[src/core/nssd_pkg.sv]
/*
 * Package for the nibble skip, subtract and stop decode slice.
 * Assumes 16-bit instruction words and 4-bit data nibbles.
 */
package nssd_pkg;
    localparam int unsigned NSSD_IW = 16;
    localparam int unsigned NSSD_AW = 7;
    localparam int unsigned NSSD_PCW = 11;
    localparam logic [8:0] NSSD_OP_SKIP2 = 9'h114;
    localparam logic [8:0] NSSD_OP_SKIP3 = 9'h115;
    localparam logic [8:0] NSSD_OP_STOP = 9'h000;
    localparam logic [8:0] NSSD_OP_SUBM = 9'h034;
    localparam logic [8:0] NSSD_OP_SUBMW = 9'h036;
    localparam logic [7:0] NSSD_OP_SUBI = 8'h1e;
    localparam int unsigned NSSD_OPC_LSB = 7;
    localparam int unsigned NSSD_OPI_LSB = 8;
    localparam int unsigned NSSD_IMM_LSB = 4;
    localparam logic [10:0] NSSD_PC_RST = 11'h000;
    localparam logic [10:0] NSSD_PC_ONE = 11'h001;
    localparam logic [10:0] NSSD_PC_TWO = 11'h002;
    localparam logic [3:0] NSSD_NIB_RST = 4'h0;
    localparam logic [3:0] NSSD_WR_BASE = 4'h0;
    typedef enum logic [1:0] {
        NSSD_RUN = 2'b00,
        NSSD_STOPPED = 2'b01,
        NSSD_WAKE = 2'b11
    } nssd_state_t;
endpackage

[src/core/nssd_core.sv]
/*
 * Decode and execute slice: bit-test skips, stop with wake-up, and
 * three nibble subtracts. Assumes the fetch side presents one word
 * per cycle with instr_valid, and a combinational data memory read.
 */
`timescale 1ns/1ns
// Contract
// - Decode bit-two skip with seven-bit address
// - Bit two set skips, else step one
// - Decode bit-three skip with seven-bit address
// - Bit three set skips, else step one
// - All-zero word stops the oscillator
// - Wake-port falling edge resumes next instruction
// - Memory minus accumulator into accumulator only
// - Register minus immediate into accumulator only
// - Memory minus accumulator into both
module nssd_core
    import nssd_pkg::*;
#(
    parameter int unsigned PC_W = NSSD_PCW
)
(
    // Clock and reset
    input wire logic mclk,
    input wire logic rst_n,
    // Instruction fetch
    input wire logic [15:0] instr,
    input wire logic instr_valid,
    output logic [10:0] pc,
    // Data memory
    output logic [6:0] mem_addr,
    input wire logic [3:0] mem_rdata,
    output logic [3:0] mem_wdata,
    output logic mem_we,
    // Wake-up
    input wire logic wakeup_port,
    // Status
    output logic [3:0] accumulator,
    output logic carry_flag,
    output logic zero_flag,
    output logic osc_run,
    output logic unknown_op
);
    ////////////////////////////////////////////////////////////////////
    // Elaboration checks
    if (PC_W != NSSD_PCW) begin : g_chk_pcw
        $error("nssd_core: PC_W must equal the 11-bit program counter");
    end
    if (NSSD_IW != 16) begin : g_chk_iw
        $error("nssd_core: instruction words must be 16 bits");
    end
    if (NSSD_AW != 7) begin : g_chk_aw
        $error("nssd_core: data addresses must be 7 bits");
    end
    if (NSSD_OPC_LSB + 9 != NSSD_IW) begin : g_chk_opc
        $error("nssd_core: nine-bit opcode must end the word");
    end
    if (NSSD_OPI_LSB + 8 != NSSD_IW) begin : g_chk_opi
        $error("nssd_core: eight-bit opcode must end the word");
    end
    if (NSSD_IMM_LSB + 4 != NSSD_OPI_LSB) begin : g_chk_imm
        $error("nssd_core: immediate must sit below the opcode");
    end
    if (NSSD_OP_SKIP2 == NSSD_OP_SKIP3) begin : g_chk_skip
        $error("nssd_core: skip opcodes must differ");
    end
    if (NSSD_OP_SUBM == NSSD_OP_SUBMW) begin : g_chk_sub
        $error("nssd_core: subtract opcodes must differ");
    end
    if (NSSD_OP_STOP != 9'h000) begin : g_chk_stop
        $error("nssd_core: stop word must be all zero");
    end
    if (NSSD_OP_SUBI == NSSD_OP_SUBM[8:1]) begin : g_chk_subi
        $error("nssd_core: immediate subtract must not alias");
    end

    ////////////////////////////////////////////////////////////////////
    // Opcode match
    function automatic logic op9_is(input logic [15:0] word,
                                    input logic [8:0] code);
        return word[15:NSSD_OPC_LSB] == code;
    endfunction

    function automatic logic op8_is(input logic [15:0] word,
                                    input logic [7:0] code);
        return word[15:NSSD_OPI_LSB] == code;
    endfunction

    typedef struct packed {
        nssd_state_t state;
        logic [10:0] pc;
        logic [3:0] acc;
        logic cf;
        logic zf;
        logic wake_prev;
        logic [3:0] wdata;
        logic we;
        logic unk;
    } nssd_regs_t;

    nssd_regs_t r;
    nssd_regs_t next_r;
    logic [3:0] sub_a;
    logic [3:0] sub_b;
    logic [3:0] diff;
    logic cout;
    logic zout;
    logic is_skip2;
    logic is_skip3;
    logic is_stop;
    logic is_subm;
    logic is_submw;
    logic is_subi;
    logic skip_taken;
    logic sub_any;

    ////////////////////////////////////////////////////////////////////
    // Decode
    always_comb begin
        is_skip2 = op9_is(instr, NSSD_OP_SKIP2);
        is_skip3 = op9_is(instr, NSSD_OP_SKIP3);
        is_stop = op9_is(instr, NSSD_OP_STOP);
        is_subm = op9_is(instr, NSSD_OP_SUBM);
        is_submw = op9_is(instr, NSSD_OP_SUBMW);
        is_subi = op8_is(instr, NSSD_OP_SUBI);
        sub_any = is_subm || is_submw || is_subi;
        skip_taken = (is_skip2 && mem_rdata[2])
            || (is_skip3 && mem_rdata[3]);
        if (is_subi) begin
            mem_addr = {3'h0, NSSD_WR_BASE | instr[3:0]};
        end else begin
            mem_addr = instr[6:0];
        end
        sub_a = mem_rdata;
        if (is_subi) begin
            sub_b = instr[NSSD_IMM_LSB +: 4];
        end else begin
            sub_b = r.acc;
        end
    end

    nssd_alu u_alu (
        .minuend(sub_a),
        .subtrahend(sub_b),
        .difference(diff),
        .carry_out(cout),
        .zero_out(zout)
    );

    ////////////////////////////////////////////////////////////////////
    // Execute
    always_comb begin
        next_r = r;
        next_r.we = 1'b0;
        next_r.unk = 1'b0;
        next_r.wake_prev = wakeup_port;
        case (r.state)
            NSSD_RUN: begin
                if (instr_valid) begin
                    next_r.pc = r.pc + NSSD_PC_ONE;
                    if (skip_taken) begin
                        next_r.pc = r.pc + NSSD_PC_TWO;
                    end else if (is_stop) begin
                        next_r.state = NSSD_STOPPED;
                    end else if (sub_any) begin
                        next_r.acc = diff;
                        next_r.cf = cout;
                        next_r.zf = zout;
                        if (is_submw) begin
                            next_r.we = 1'b1;
                            next_r.wdata = diff;
                        end
                    end else if (!is_skip2 && !is_skip3) begin
                        next_r.unk = 1'b1;
                    end
                end
            end
            NSSD_STOPPED: begin
                if (r.wake_prev && !wakeup_port) begin
                    next_r.state = NSSD_WAKE;
                end
            end
            NSSD_WAKE: begin
                next_r.state = NSSD_RUN;
            end
            default: begin
                next_r.state = NSSD_RUN;
            end
        endcase
    end

    always_ff @(posedge mclk or negedge rst_n) begin
        if (!rst_n) begin
            r <= '{
                state: NSSD_RUN,
                pc: NSSD_PC_RST,
                acc: NSSD_NIB_RST,
                cf: 1'b0,
                zf: 1'b0,
                wake_prev: 1'b1,
                wdata: NSSD_NIB_RST,
                we: 1'b0,
                unk: 1'b0
            };
        end else begin
            r <= next_r;
        end
    end

    ////////////////////////////////////////////////////////////////////
    // Outputs
    assign pc = r.pc;
    assign mem_wdata = r.wdata;
    assign mem_we = r.we;
    assign accumulator = r.acc;
    assign carry_flag = r.cf;
    assign zero_flag = r.zf;
    assign osc_run = (r.state != NSSD_STOPPED);
    assign unknown_op = r.unk;
endmodule

[src/core/nssd_alu.sv]
/*
 * Four-bit subtractor with borrow-reflecting carry and zero flag.
 * Assumes purely combinational use from the decode core.
 */
`timescale 1ns/1ns
module nssd_alu
    import nssd_pkg::*;
(
    // Operands
    input wire logic [3:0] minuend,
    input wire logic [3:0] subtrahend,
    // Result
    output logic [3:0] difference,
    output logic carry_out,
    output logic zero_out
);
    logic [4:0] wide;

    always_comb begin
        wide = {1'b0, minuend} - {1'b0, subtrahend};
        difference = wide[3:0];
        // Carry set when no borrow
        carry_out = ~wide[4];
        zero_out = (wide[3:0] == 4'h0);
    end
endmodule

[config.mk]
export PLATFORM = sky130hd
export DESIGN_NAME = nssd_core
export DESIGN_NICKNAME = d
export VERILOG_FILES = /design/src/core/nssd_pkg.sv /design/src/core/nssd_core.sv /design/src/core/nssd_alu.sv
export SDC_FILE = /design/constraint.sdc
export NUM_CORES = 1
export LEC_CHECK = 0
export ABC_AREA = 1
export BUFFER_PORTS_ARGS = -buffer_cell sky130_fd_sc_hd__buf_4
export CELL_PAD_IN_SITES_DETAIL_PLACEMENT = 0
export CELL_PAD_IN_SITES_GLOBAL_PLACEMENT = 1
export CORE_MARGIN = 4
export CORE_UTILIZATION = 41
export DETAILED_ROUTE_END_ITERATION = 8
export PLACE_DENSITY_LB_ADDON = 0.1
export RECOVER_POWER = 50
export SLEW_MARGIN = 20
export SYNTH_ARGS = -nofsm -noshare
export SYNTH_HDL_FRONTEND = slang
export SYNTH_SLANG_ARGS = --single-unit
export TNS_END_PERCENT = 20
[constraint.sdc]
create_clock -name mclk -period 4.5 [get_ports mclk]
set_input_delay 0.45 -clock mclk [delete_from_list [all_inputs] [get_ports mclk]]
set_output_delay 0.45 -clock mclk [all_outputs]
set_load 0.02 [all_outputs]
=== After elaboration in Yosys (flattened, before gate mapping) ===
Index checks and enable logic that the tools add are counted.

* $add $sub $neg: 3
* Equality and inequality tests: 11
* Multiplexer cells: 19
* Bitwise operators: 3
* Reductions and logical operators: 17

{| class="wikitable"
|+ Operator list
! cell !! number
|-
| $mux 19 || 1
|-
| $eq 9x6->1 const B || 2
|-
| $eq 9x9->1 const B || 2
|-
| $mux 6 || 3
|-
| $mux 2 || 7
|-
| $add 11x1->11 const B || 1
|-
| $add 11x2->11 const B || 1
|-
| $mux 11 || 1
|-
| $logic_not 9->1 || 1
|-
| $eq 8x5->1 const B || 1
|-
| $ne 2x2->1 const B || 4
|-
| $mux 7 || 1
|-
| $reduce_and 6->1 || 1
|-
| $reduce_and 5->1 || 1
|-
| $sub 4x4->5 || 1
|-
| $logic_and 1x1->1 || 4
|-
| $logic_not 4->1 || 1
|-
| $mux 1 || 4
|-
| $mux 4 || 1
|-
| $pmux 2 s2 || 1
|-
| $reduce_and 4->1 || 1
|-
| $logic_not 1->1 || 3
|-
| $logic_or 1x1->1 || 3
|-
| $not 1->1 || 3
|-
| other kinds (4) || 4
|}

* Bits in registers: 26
* Input bits: 24
* Output and inout bits: 31
* Word-level logic and storage cells: 62

=== Longest topological paths before layout ===
Gate-level depths: netlist (run 1).

* Word-level depth: 9
* Gate-level depth with buffers: 16
* Mapped depth without buffers: 16

=== Modules after synthesis ===
From an unflattened synthesis (run 1), not the netlist that was laid out.

* Cells, all modules: 295
* Area, all modules: 2078.2 um2

{| class="wikitable"
|+ Modules (own cells, without submodules)
! module !! instances !! cells each !! area an instance (um2)
|-
| nssd_core || 1 || 270 || 1905.6
|-
| nssd_alu || 1 || 25 || 172.7
|}

=== Worst setup path before layout (run 1) ===
No wires, ideal clock.

* Path kind: input -> register
* Start point: input port instr[14]
* End point: register r (netlist bit zero_flag)
* Setup time: 0.121 ns
* Data arrival time: 2.037 ns
* Required time: 4.379 ns
* Setup slack: 2.343 ns
* Cell stages on the path: 12
* Cell sequence: inv_1 -> nand2_4 -> nor2_2 -> nand2_2 -> nor2_4 -> o21ai_0 -> ha_1 -> fa_1 -> xnor2_1 -> nor2_1 -> nand2_1 -> o21ai_1

* Longest elaborated chain between the ends: 5

{| class="wikitable"
|+ Ends and longest elaborated chain
! what !! line !! source
|-
| start: declaration || nssd_core.sv:27 || <nowiki>input wire logic [15:0] instr,</nowiki>
|-
| parallel branches: the longest is 5 deep, another holds $sub 4x4->5 || - ||
|-
| end signal: assignment || nssd_core.sv:194 || <nowiki>r <= '{</nowiki>
|-
| end signal: assignment || nssd_core.sv:206 || <nowiki>r <= next_r;</nowiki>
|-
| end: declaration || nssd_core.sv:101 || <nowiki>nssd_regs_t r;</nowiki>
|}

Parallel ways; which one is timed is not known.
A chain may end at the register's enable or synchronous reset.

=== Final worst setup path (run 1) ===
* Start point: input port instr[8]
* End point: register r (netlist bit zero_flag)

Same word-level chain as after synthesis.

==> results of run 1 <==
-- stage by stage --
step	utilization	worst slack [ns]	cell area, um^2
global placement	0.469	2.12	2400
floorplan	-	2.34	2160
detailed placement	0.469	2.07	2400
finish	0.473	2.33	2420
global route	0.473	2.11	2420
CTS	0.480	2.35	2450
-- per-layer routing --
layer / global-route usage / wire length [um] / vias up
met4: 0.0321 / 21 / 0
met2: 0.292 / 2430 / 32
met1: 0.211 / 2190 / 832
met5: 0 / 0 / -
met3: 0.0202 / 181 / 4
li1: - / - / 974
-- area by class of cell --
class,instances,area share
Multi-Input combinational cell,207,0.472
Timing Repair Buffer,46,0.129
Tap cell,70,0.0362
Inverter,45,0.0709
Sequential cell,26,0.270
Clock buffer,4,0.0228
-- how the worst max path moves through the flow --
stage,start,end,slack [ns],depth (start not counted)
CTS,instr[14],zero_flag,2.35,13
detailed placement,instr[14],zero_flag,2.07,13
floorplan,instr[14],zero_flag,2.34,12
finish,instr[8],zero_flag,2.33,11
global placement,instr[14],zero_flag,2.12,13
global route,instr[8],accumulator[3],2.11,14
-- sequential cells by signal, indices dropped and copies added (netlist names) --
| name | cells |
|---|---|
| accumulator | 4 |
| zero_flag | 1 |
| mem_we | 1 |
| pc | 11 |
| carry_flag | 1 |
| mem_wdata | 4 |
| r | 3 |
| unknown_op | 1 |
-- cell usage in the layout, fill, tap and decap left out --
cell type  Yosys  routed
fa_1           1       1
nor2_1        14      14
a21oi_1        3       3
o31ai_1        1       1
inv_2          5       4
xnor2_1        3       3
inv_1         39      40
dfstp_2        1       1
nand2_2        5       5
nand3_4        2       2
nor4_4         1       1
nor2_2         5       5
o21ai_0        7       7
clkbuf_8       0       4
xor2_1         7       7
ha_1           6       6
inv_4          1       1
clkbuf_1       0       9
nand2_1       98      98
nor2_4         5       5
o21ai_1        3       3
nor3_1         4       4
nand3_1       25      25
nor3b_1        1       1
dfrtp_1       25      25
buf_4         23      36
nand3_2        1       1
a21oi_2        1       1
nand4_1        5       5
o21ai_2        2       2
clkbuf_4       0       1
nand3b_1       5       5
nand2_8        1       1
nand2_4        1       1
-- cells by family (layout without fill, tap and decap cells) --
| group | count (synthesis) | count (layout) |
|---|---|---|
| xor+xnor | 10 | 10 |
| fa+ha+maj | 7 | 7 |
| simple gates | 173 | 173 |
| buf+inv | 70 | 95 |
| flops | 26 | 26 |
| compound gates | 17 | 17 |
-- critical path: cells and delay by family --
family,cells,cell delay [ns]
adders and majority gates,2,0.61
and+or+nand+nor,4,0.59
buffers and inverters,2,0.27
xor gates and xnor gates,1,0.25
AOI/OAI and AO/OA,2,0.17
-- report_power, final --
group | leakage, nW | internal [mW] | switching, mW | total [mW]
Combinational | 0.891 | 0.177 | 0.240 | 0.416
Clock | 0.0288 | 0.0782 | 0.0780 | 0.156
Sequential | 0.334 | 0.284 | 0.0809 | 0.364
Total | 1.25 | 0.538 | 0.399 | 0.937
==> impl_metrics.csv, run 1 <==
group,metric,value,unit
worst_hold_path,hold_end,"r[6]",
power_and_ir_drop,fin_total_pwr,0.937,mW
placed_design,hpwl,3.78,mm
floorplan,core_area,0.00511,mm^2
worst_setup_path,r2r_slack,2.40,ns
placed_design,dp_cells,394,
power_and_ir_drop,cellLeakagePower,1.25,nW
run,maxCapViolations,0,
global_route,grt_use_total,0.164,
route,drt_iter0_markers,67,
global_route,grt_pass1_vias,1847,
yosys,synthXorXnorAreaFrac,0.0406,
yosys,synthTopCellsByCount,"nand2_1, inv_1, dfrtp_1, nand3_1, buf_4",
floorplan,dieArea,0.00649,mm^2
cells_and_area,area_delta_synth_final,12.0,%
yosys,yosysUniqueCellTypes,32,
sta,skew,0.0124,ns
cells_and_area,n_antenna_cell,0,
yosys,syn-num-nets,334,
worst_hold_path,whs_path_depth,1,
worst_setup_path,critPathCaptureType,"flip-flop",
route,wirelength,4.82,mm
cells_and_area,layout-drive-gt1-share,0.216,
worst_setup_path,r2r-end,"accumulator[3]",
placed_design,globalplace.congestion,0.862,
global_route,grt_pass1_wl,8.45,mm
cts,clk_transition_reported_paths,0.10,ns
worst_hold_path,hp-start,"wakeup_port",
yosys,synth_edf_count,0,
worst_setup_path,cp-start-kind,"input pin",
cts,post_cts_buffers,0,
yosys,netlist.area_leader.share,0.290,
worst_setup_path,required,4.66,ns
global_route,grt_max_degree,27,
worst_setup_path,path_max_fanout,10,
worst_setup_path,rr_startpoint,"r[25]",
yosys,ys_warn_count,0,
global_route,antenna_found_initial,0,
worst_setup_path,worstRegToRegCells,8,
yosys,synth_area,0.00216,mm^2
placed_design,port_buffers,46,
cts,cts_buffers,3,
cts,clk_latency,0.27,ns
sta,slew_headroom,0.0251,
yosys,synth.area.top_cells,"dfrtp_1, nand2_1, buf_4",
power_and_ir_drop,ir_drop,146,uV
yosys,synthAdderAreaFrac,0.0441,
sta,worst_pin_slew,1.46,ns
worst_setup_path,slowest_stage,"fa_1",
cts,cts_root_buffer,"clkbuf_8",
yosys,async_reset_ff_frac,1.00,
cells_and_area,multi_input_area,0.00114,mm^2
yosys,synth.area.mux_share,0,
route,vias,1842,
sta,hold_violations,0,
yosys,ys_ff_latch,26,
floorplan,num_io_pins,55,
worst_setup_path,worstPathArrival,2.33,ns
worst_setup_path,path_cells,"buf_4 > inv_1 > nand3_1 > nor2_4 > o21ai_0 > ha_1 > fa_1 > xnor2_1 > nor2_1 > nand2_1 > o21ai_1",
cts,cts_buffer_depth,2,
sta,grt_setup_unrepaired,"no",
sta,whs,0.280,ns
worst_setup_path,critPathKind,"in2reg",
yosys,synth_top_flop_cell,"dfrtp_1",
worst_setup_path,cpPeakStageDelay,0.40,ns
route,drcViolationCount,0,
cts,cts_hold_buf,0,
sta,final.setup.tns,0,ns
floorplan,initial_core_util,0.423,
route,dr.pass1.iters,4,
route,detail-route-antenna-nets,0,
floorplan,rows,26,
floorplan,dieWidth,80.6,um
sta,period_needed,2.17,ns
outcome,status,"completed",
global_route,gr-total-overflow,0,
yosys,yosys.area_share.simple,0.398,
cts,h-tree-depth,1,
yosys,synth_area_leader_cell,"dfrtp_1",
sta,finalSetupViolCount,0,
sta,period_share,0.483,
yosys,synth.avg_cell_area,7.12,um^2
yosys,synth_compound_area_frac,0.0458,
yosys,synth_top_family_by_area,"simple AND/OR/NAND/NOR gates",
cts,post_cts_resized,0,
sta,final_max_slew_viol_count,0,
sta,max_freq,460,MHz
yosys,netlist_instances,303,
cells_and_area,finalNetCount,360,
cts,cts_tree,"done",
cts,clock_sinks,26,
power_and_ir_drop,powerDensity,388,mW/mm^2
yosys,yosysMostFrequentCell,"nand2_1",
cells_and_area,seq_area,652,um^2
cells_and_area,fillers,559,
route,viasPerCell,4.63,
yosys,ys_seq_area_frac,0.302,
route,post_drt_wl_per_cell,12.1,um
cells_and_area,fin_cells,398,
worst_hold_path,hold_class,"in2reg",
floorplan,die_h,80.6,um
Note: power is estimated with default switching activity, not from simulation.
==> run 2, diff against run 1 <==
--- a/config.mk
+++ b/config.mk
@@ -10,7 +10,7 @@
 export CELL_PAD_IN_SITES_DETAIL_PLACEMENT = 0
 export CELL_PAD_IN_SITES_GLOBAL_PLACEMENT = 1
 export CORE_MARGIN = 4
-export CORE_UTILIZATION = 41
+export CORE_UTILIZATION = 34
 export DETAILED_ROUTE_END_ITERATION = 8
 export PLACE_DENSITY_LB_ADDON = 0.1
 export RECOVER_POWER = 50
==> constraint.sdc (replaced) <==
create_clock -name mclk -period 1.8 [get_ports mclk]
set_input_delay 0.18 -clock mclk [delete_from_list [all_inputs] [get_ports mclk]]
set_output_delay 0.18 -clock mclk [all_outputs]
set_load 0.02 [all_outputs]
==> run 2 against run 1 <==
Net effect:
- utilization shrank 2.6 points
- worst hold slack got worse by 0.084 ns
- cell area is 11% higher
- wire length rose by 13%
- combinational power increased to 2.9 times the previous value
- highest routed layer unchanged
- critical path depth is 4 higher
- critical path type unchanged
- global-route usage shrank 1.8 points
- clock skew about the same
- critical endpoint unchanged
- clock-buffer cell count is 1 lower
- clock power grew to 3.3 times the previous value
- first-iteration DRC count fell by 25%
==> impl_metrics.csv, run 2 (synthesis results as in run 1) <==
group,metric,value,unit
outcome,status,"completed",
power_and_ir_drop,powerDensity,963,mW/mm^2
worst_hold_path,hold_class,"in2reg",
placed_design,port_buffers,46,
global_route,grt_pass1_vias,1799,
worst_setup_path,slowest_stage,"fa_2",
power_and_ir_drop,ir_drop,430,uV
floorplan,num_io_pins,55,
sta,whs,0.197,ns
cells_and_area,layout-drive-gt1-share,0.293,
placed_design,dp_cells,416,
power_and_ir_drop,comb_power_share,0.458,
cells_and_area,largest_reg_flops,11,
sta,grt_setup_unrepaired,"yes",
worst_setup_path,required,2.02,ns
cts,clk_transition_reported_paths,0.11,ns
sta,finalSetupViolCount,0,
sta,skew,0.0123,ns
power_and_ir_drop,cellLeakagePower,1.40,nW
worst_setup_path,r2r-end,"accumulator[3]",
global_route,antenna_found_initial,0,
worst_setup_path,r2r_slack,0.09,ns
worst_setup_path,startpoint,"instr[13]",
floorplan,dieArea,0.00769,mm^2
placed_design,globalplace.congestion,0.810,
worst_setup_path,worstRegToRegCells,8,
route,wirelength,5.44,mm
power_and_ir_drop,internal_power,1.53,mW
worst_setup_path,path_max_fanout,6,
global_route,gr-total-overflow,0,
route,dr.pass1.iters,4,
route,post_drt_wl_per_cell,12.8,um
sta,final.setup.tns,0,ns
sta,final_max_slew_viol_count,0,
sta,slew_headroom,0.513,
power_and_ir_drop,fin_total_pwr,2.60,mW
worst_setup_path,rr_startpoint,"accumulator[2]",
worst_setup_path,critPathCaptureType,"flip-flop",
power_and_ir_drop,p_seq_frac,0.346,
floorplan,dieWidth,87.7,um
cells_and_area,area_delta_synth_final,24.9,%
sta,max_freq,576,MHz
sta,period_share,0.964,
route,drcViolationCount,0,
cells_and_area,n_antenna_cell,0,
placed_design,hpwl,4.13,mm
worst_setup_path,critPathKind,"in2reg",
cells_and_area,finalNetCount,383,
route,viasPerCell,4.58,
cts,clock_sinks,26,
cells_and_area,mostFrequentLayoutCells,"nand2_1, buf_4, inv_1, nand3_1, dfrtp_1",
run,maxCapViolations,0,
cells_and_area,fin_cells,426,
worst_setup_path,endpoint,"zero_flag",
power_and_ir_drop,switching_share,0.412,
route,drt_iter0_markers,50,
floorplan,rows,28,
cts,h-tree-depth,1,
cts,cts_buffer_depth,2,
global_route,grt_pass1_wl,8.76,mm
route,detail-route-antenna-nets,0,
global_route,grt_max_degree,27,
sta,worst_pin_slew,0.731,ns
worst_setup_path,cp-start-kind,"input pin",
sta,hold_violations,0,
floorplan,die_h,87.7,um
route,vias,1953,
global_route,grt_use_total,0.146,
power_and_ir_drop,pwr-share-clk,0.196,
cells_and_area,final_common_cell,"nand2_1",
worst_setup_path,cpPeakStageDelay,0.41,ns
floorplan,initial_core_util,0.358,
power_and_ir_drop,switchingPower,1.07,mW
worst_setup_path,worstPathArrival,1.96,ns
cts,clk_latency,0.28,ns
floorplan,core_area,0.00603,mm^2
worst_setup_path,path_cells,"buf_4 > inv_16 > nand2_8 > nor2_4 > nand2_4 > nor2_4 > inv_2 > nand2_1 > o21ai_4 > buf_4 > fa_2 > xnor2_2 > nor2_1 > nand2_1 > o21ai_1",
sta,period_needed,1.74,ns
cts,cts_tree,"done",
cts,cts_root_buffer,"clkbuf_8",
cts,cts_buffers,3,
==> run 2: changes by cell type in the layout (fill, tap and decap cells not counted), moves of 2 or more <==
cell / change
buf_4: +21
inv_1: -4
dlygate4sd3_1: +2
inv_2: +2
o21ai_0: -2
xnor2_1: -2
xnor2_2: +2
==> run 2: worst max-delay path, delay by kind of cell <==
kind                       cells  cell delay [ns]
xor gates and xnor gates       1             0.16
buffers and inverters          4             0.42
adders and majority gates      1             0.41
AOI/OAI and AO/OA              2             0.17
and+or+nand+nor                7             0.61
==> run 2: layout make-up <==
| cell class | instances | area, um^2 |
|---|---|---|
| Clock buffer | 3 | 41.3 |
| Clock inverter | 1 | 30.0 |
| Sequential cell | 26 | 652 |
| Timing Repair Buffer | 69 | 490 |
| Multi-Input combinational cell | 207 | 1190 |
| Inverter | 45 | 195 |
| Fill cell | 658 | 3330 |
| Tap cell | 75 | 93.8 |
==> run 2: worst min-delay path by stage <==
stage	startpoint	to	slack [ns]	cells past startpoint
final	instr[7]	mem_we	0.20	4
after global routing	instr[7]	mem_we	0.19	4
after CTS	wakeup_port	r[6]	0.0001	1
after detailed placement	rst_n	pc[7]	0.13	1
after global placement	rst_n	pc[7]	0.14	1
after floorplan	rst_n	accumulator[0]	-0.12	0
==> run 2: through the flow <==
stage	instance area [um^2]	worst slack [ns]	util
global placement	2580	-0.214	0.429
floorplan	2210	-0.0357	-
global route	2700	-0.0617	0.447
detailed placement	2580	-0.296	0.429
CTS	2670	0.0291	0.442
finish	2700	0.0646	0.447
==> run 2: timing repair <==
item	4_1_cts	5_1_grt
gates resized for setup	0	6
buffers inserted	0	4
setup endpoints to repair	0	5
hold endpoints to repair	25	1
hold buffers	1	1
==> run 2: routing by layer <==
layer	GRT usage	part of all wire	vias to the layer above
met5	0	0	-
met4	0.0377	0.013	0
met3	0.0245	0.050	9
met2	0.233	0.46	41
met1	0.204	0.48	888
li1	-	-	1015
==> run 2: power by group through the flow <==
stage,sequential (mW),combinational [mW],clock (mW)
6_report,0.898,1.19,0.510
5_1_grt,0.924,1.33,0.555
4_1_cts,0.898,1.18,0.533
3_5_place_dp,0.911,1.17,0
3_3_place_gp,0.908,1.17,0
2_1_floorplan,0.870,0.919,0
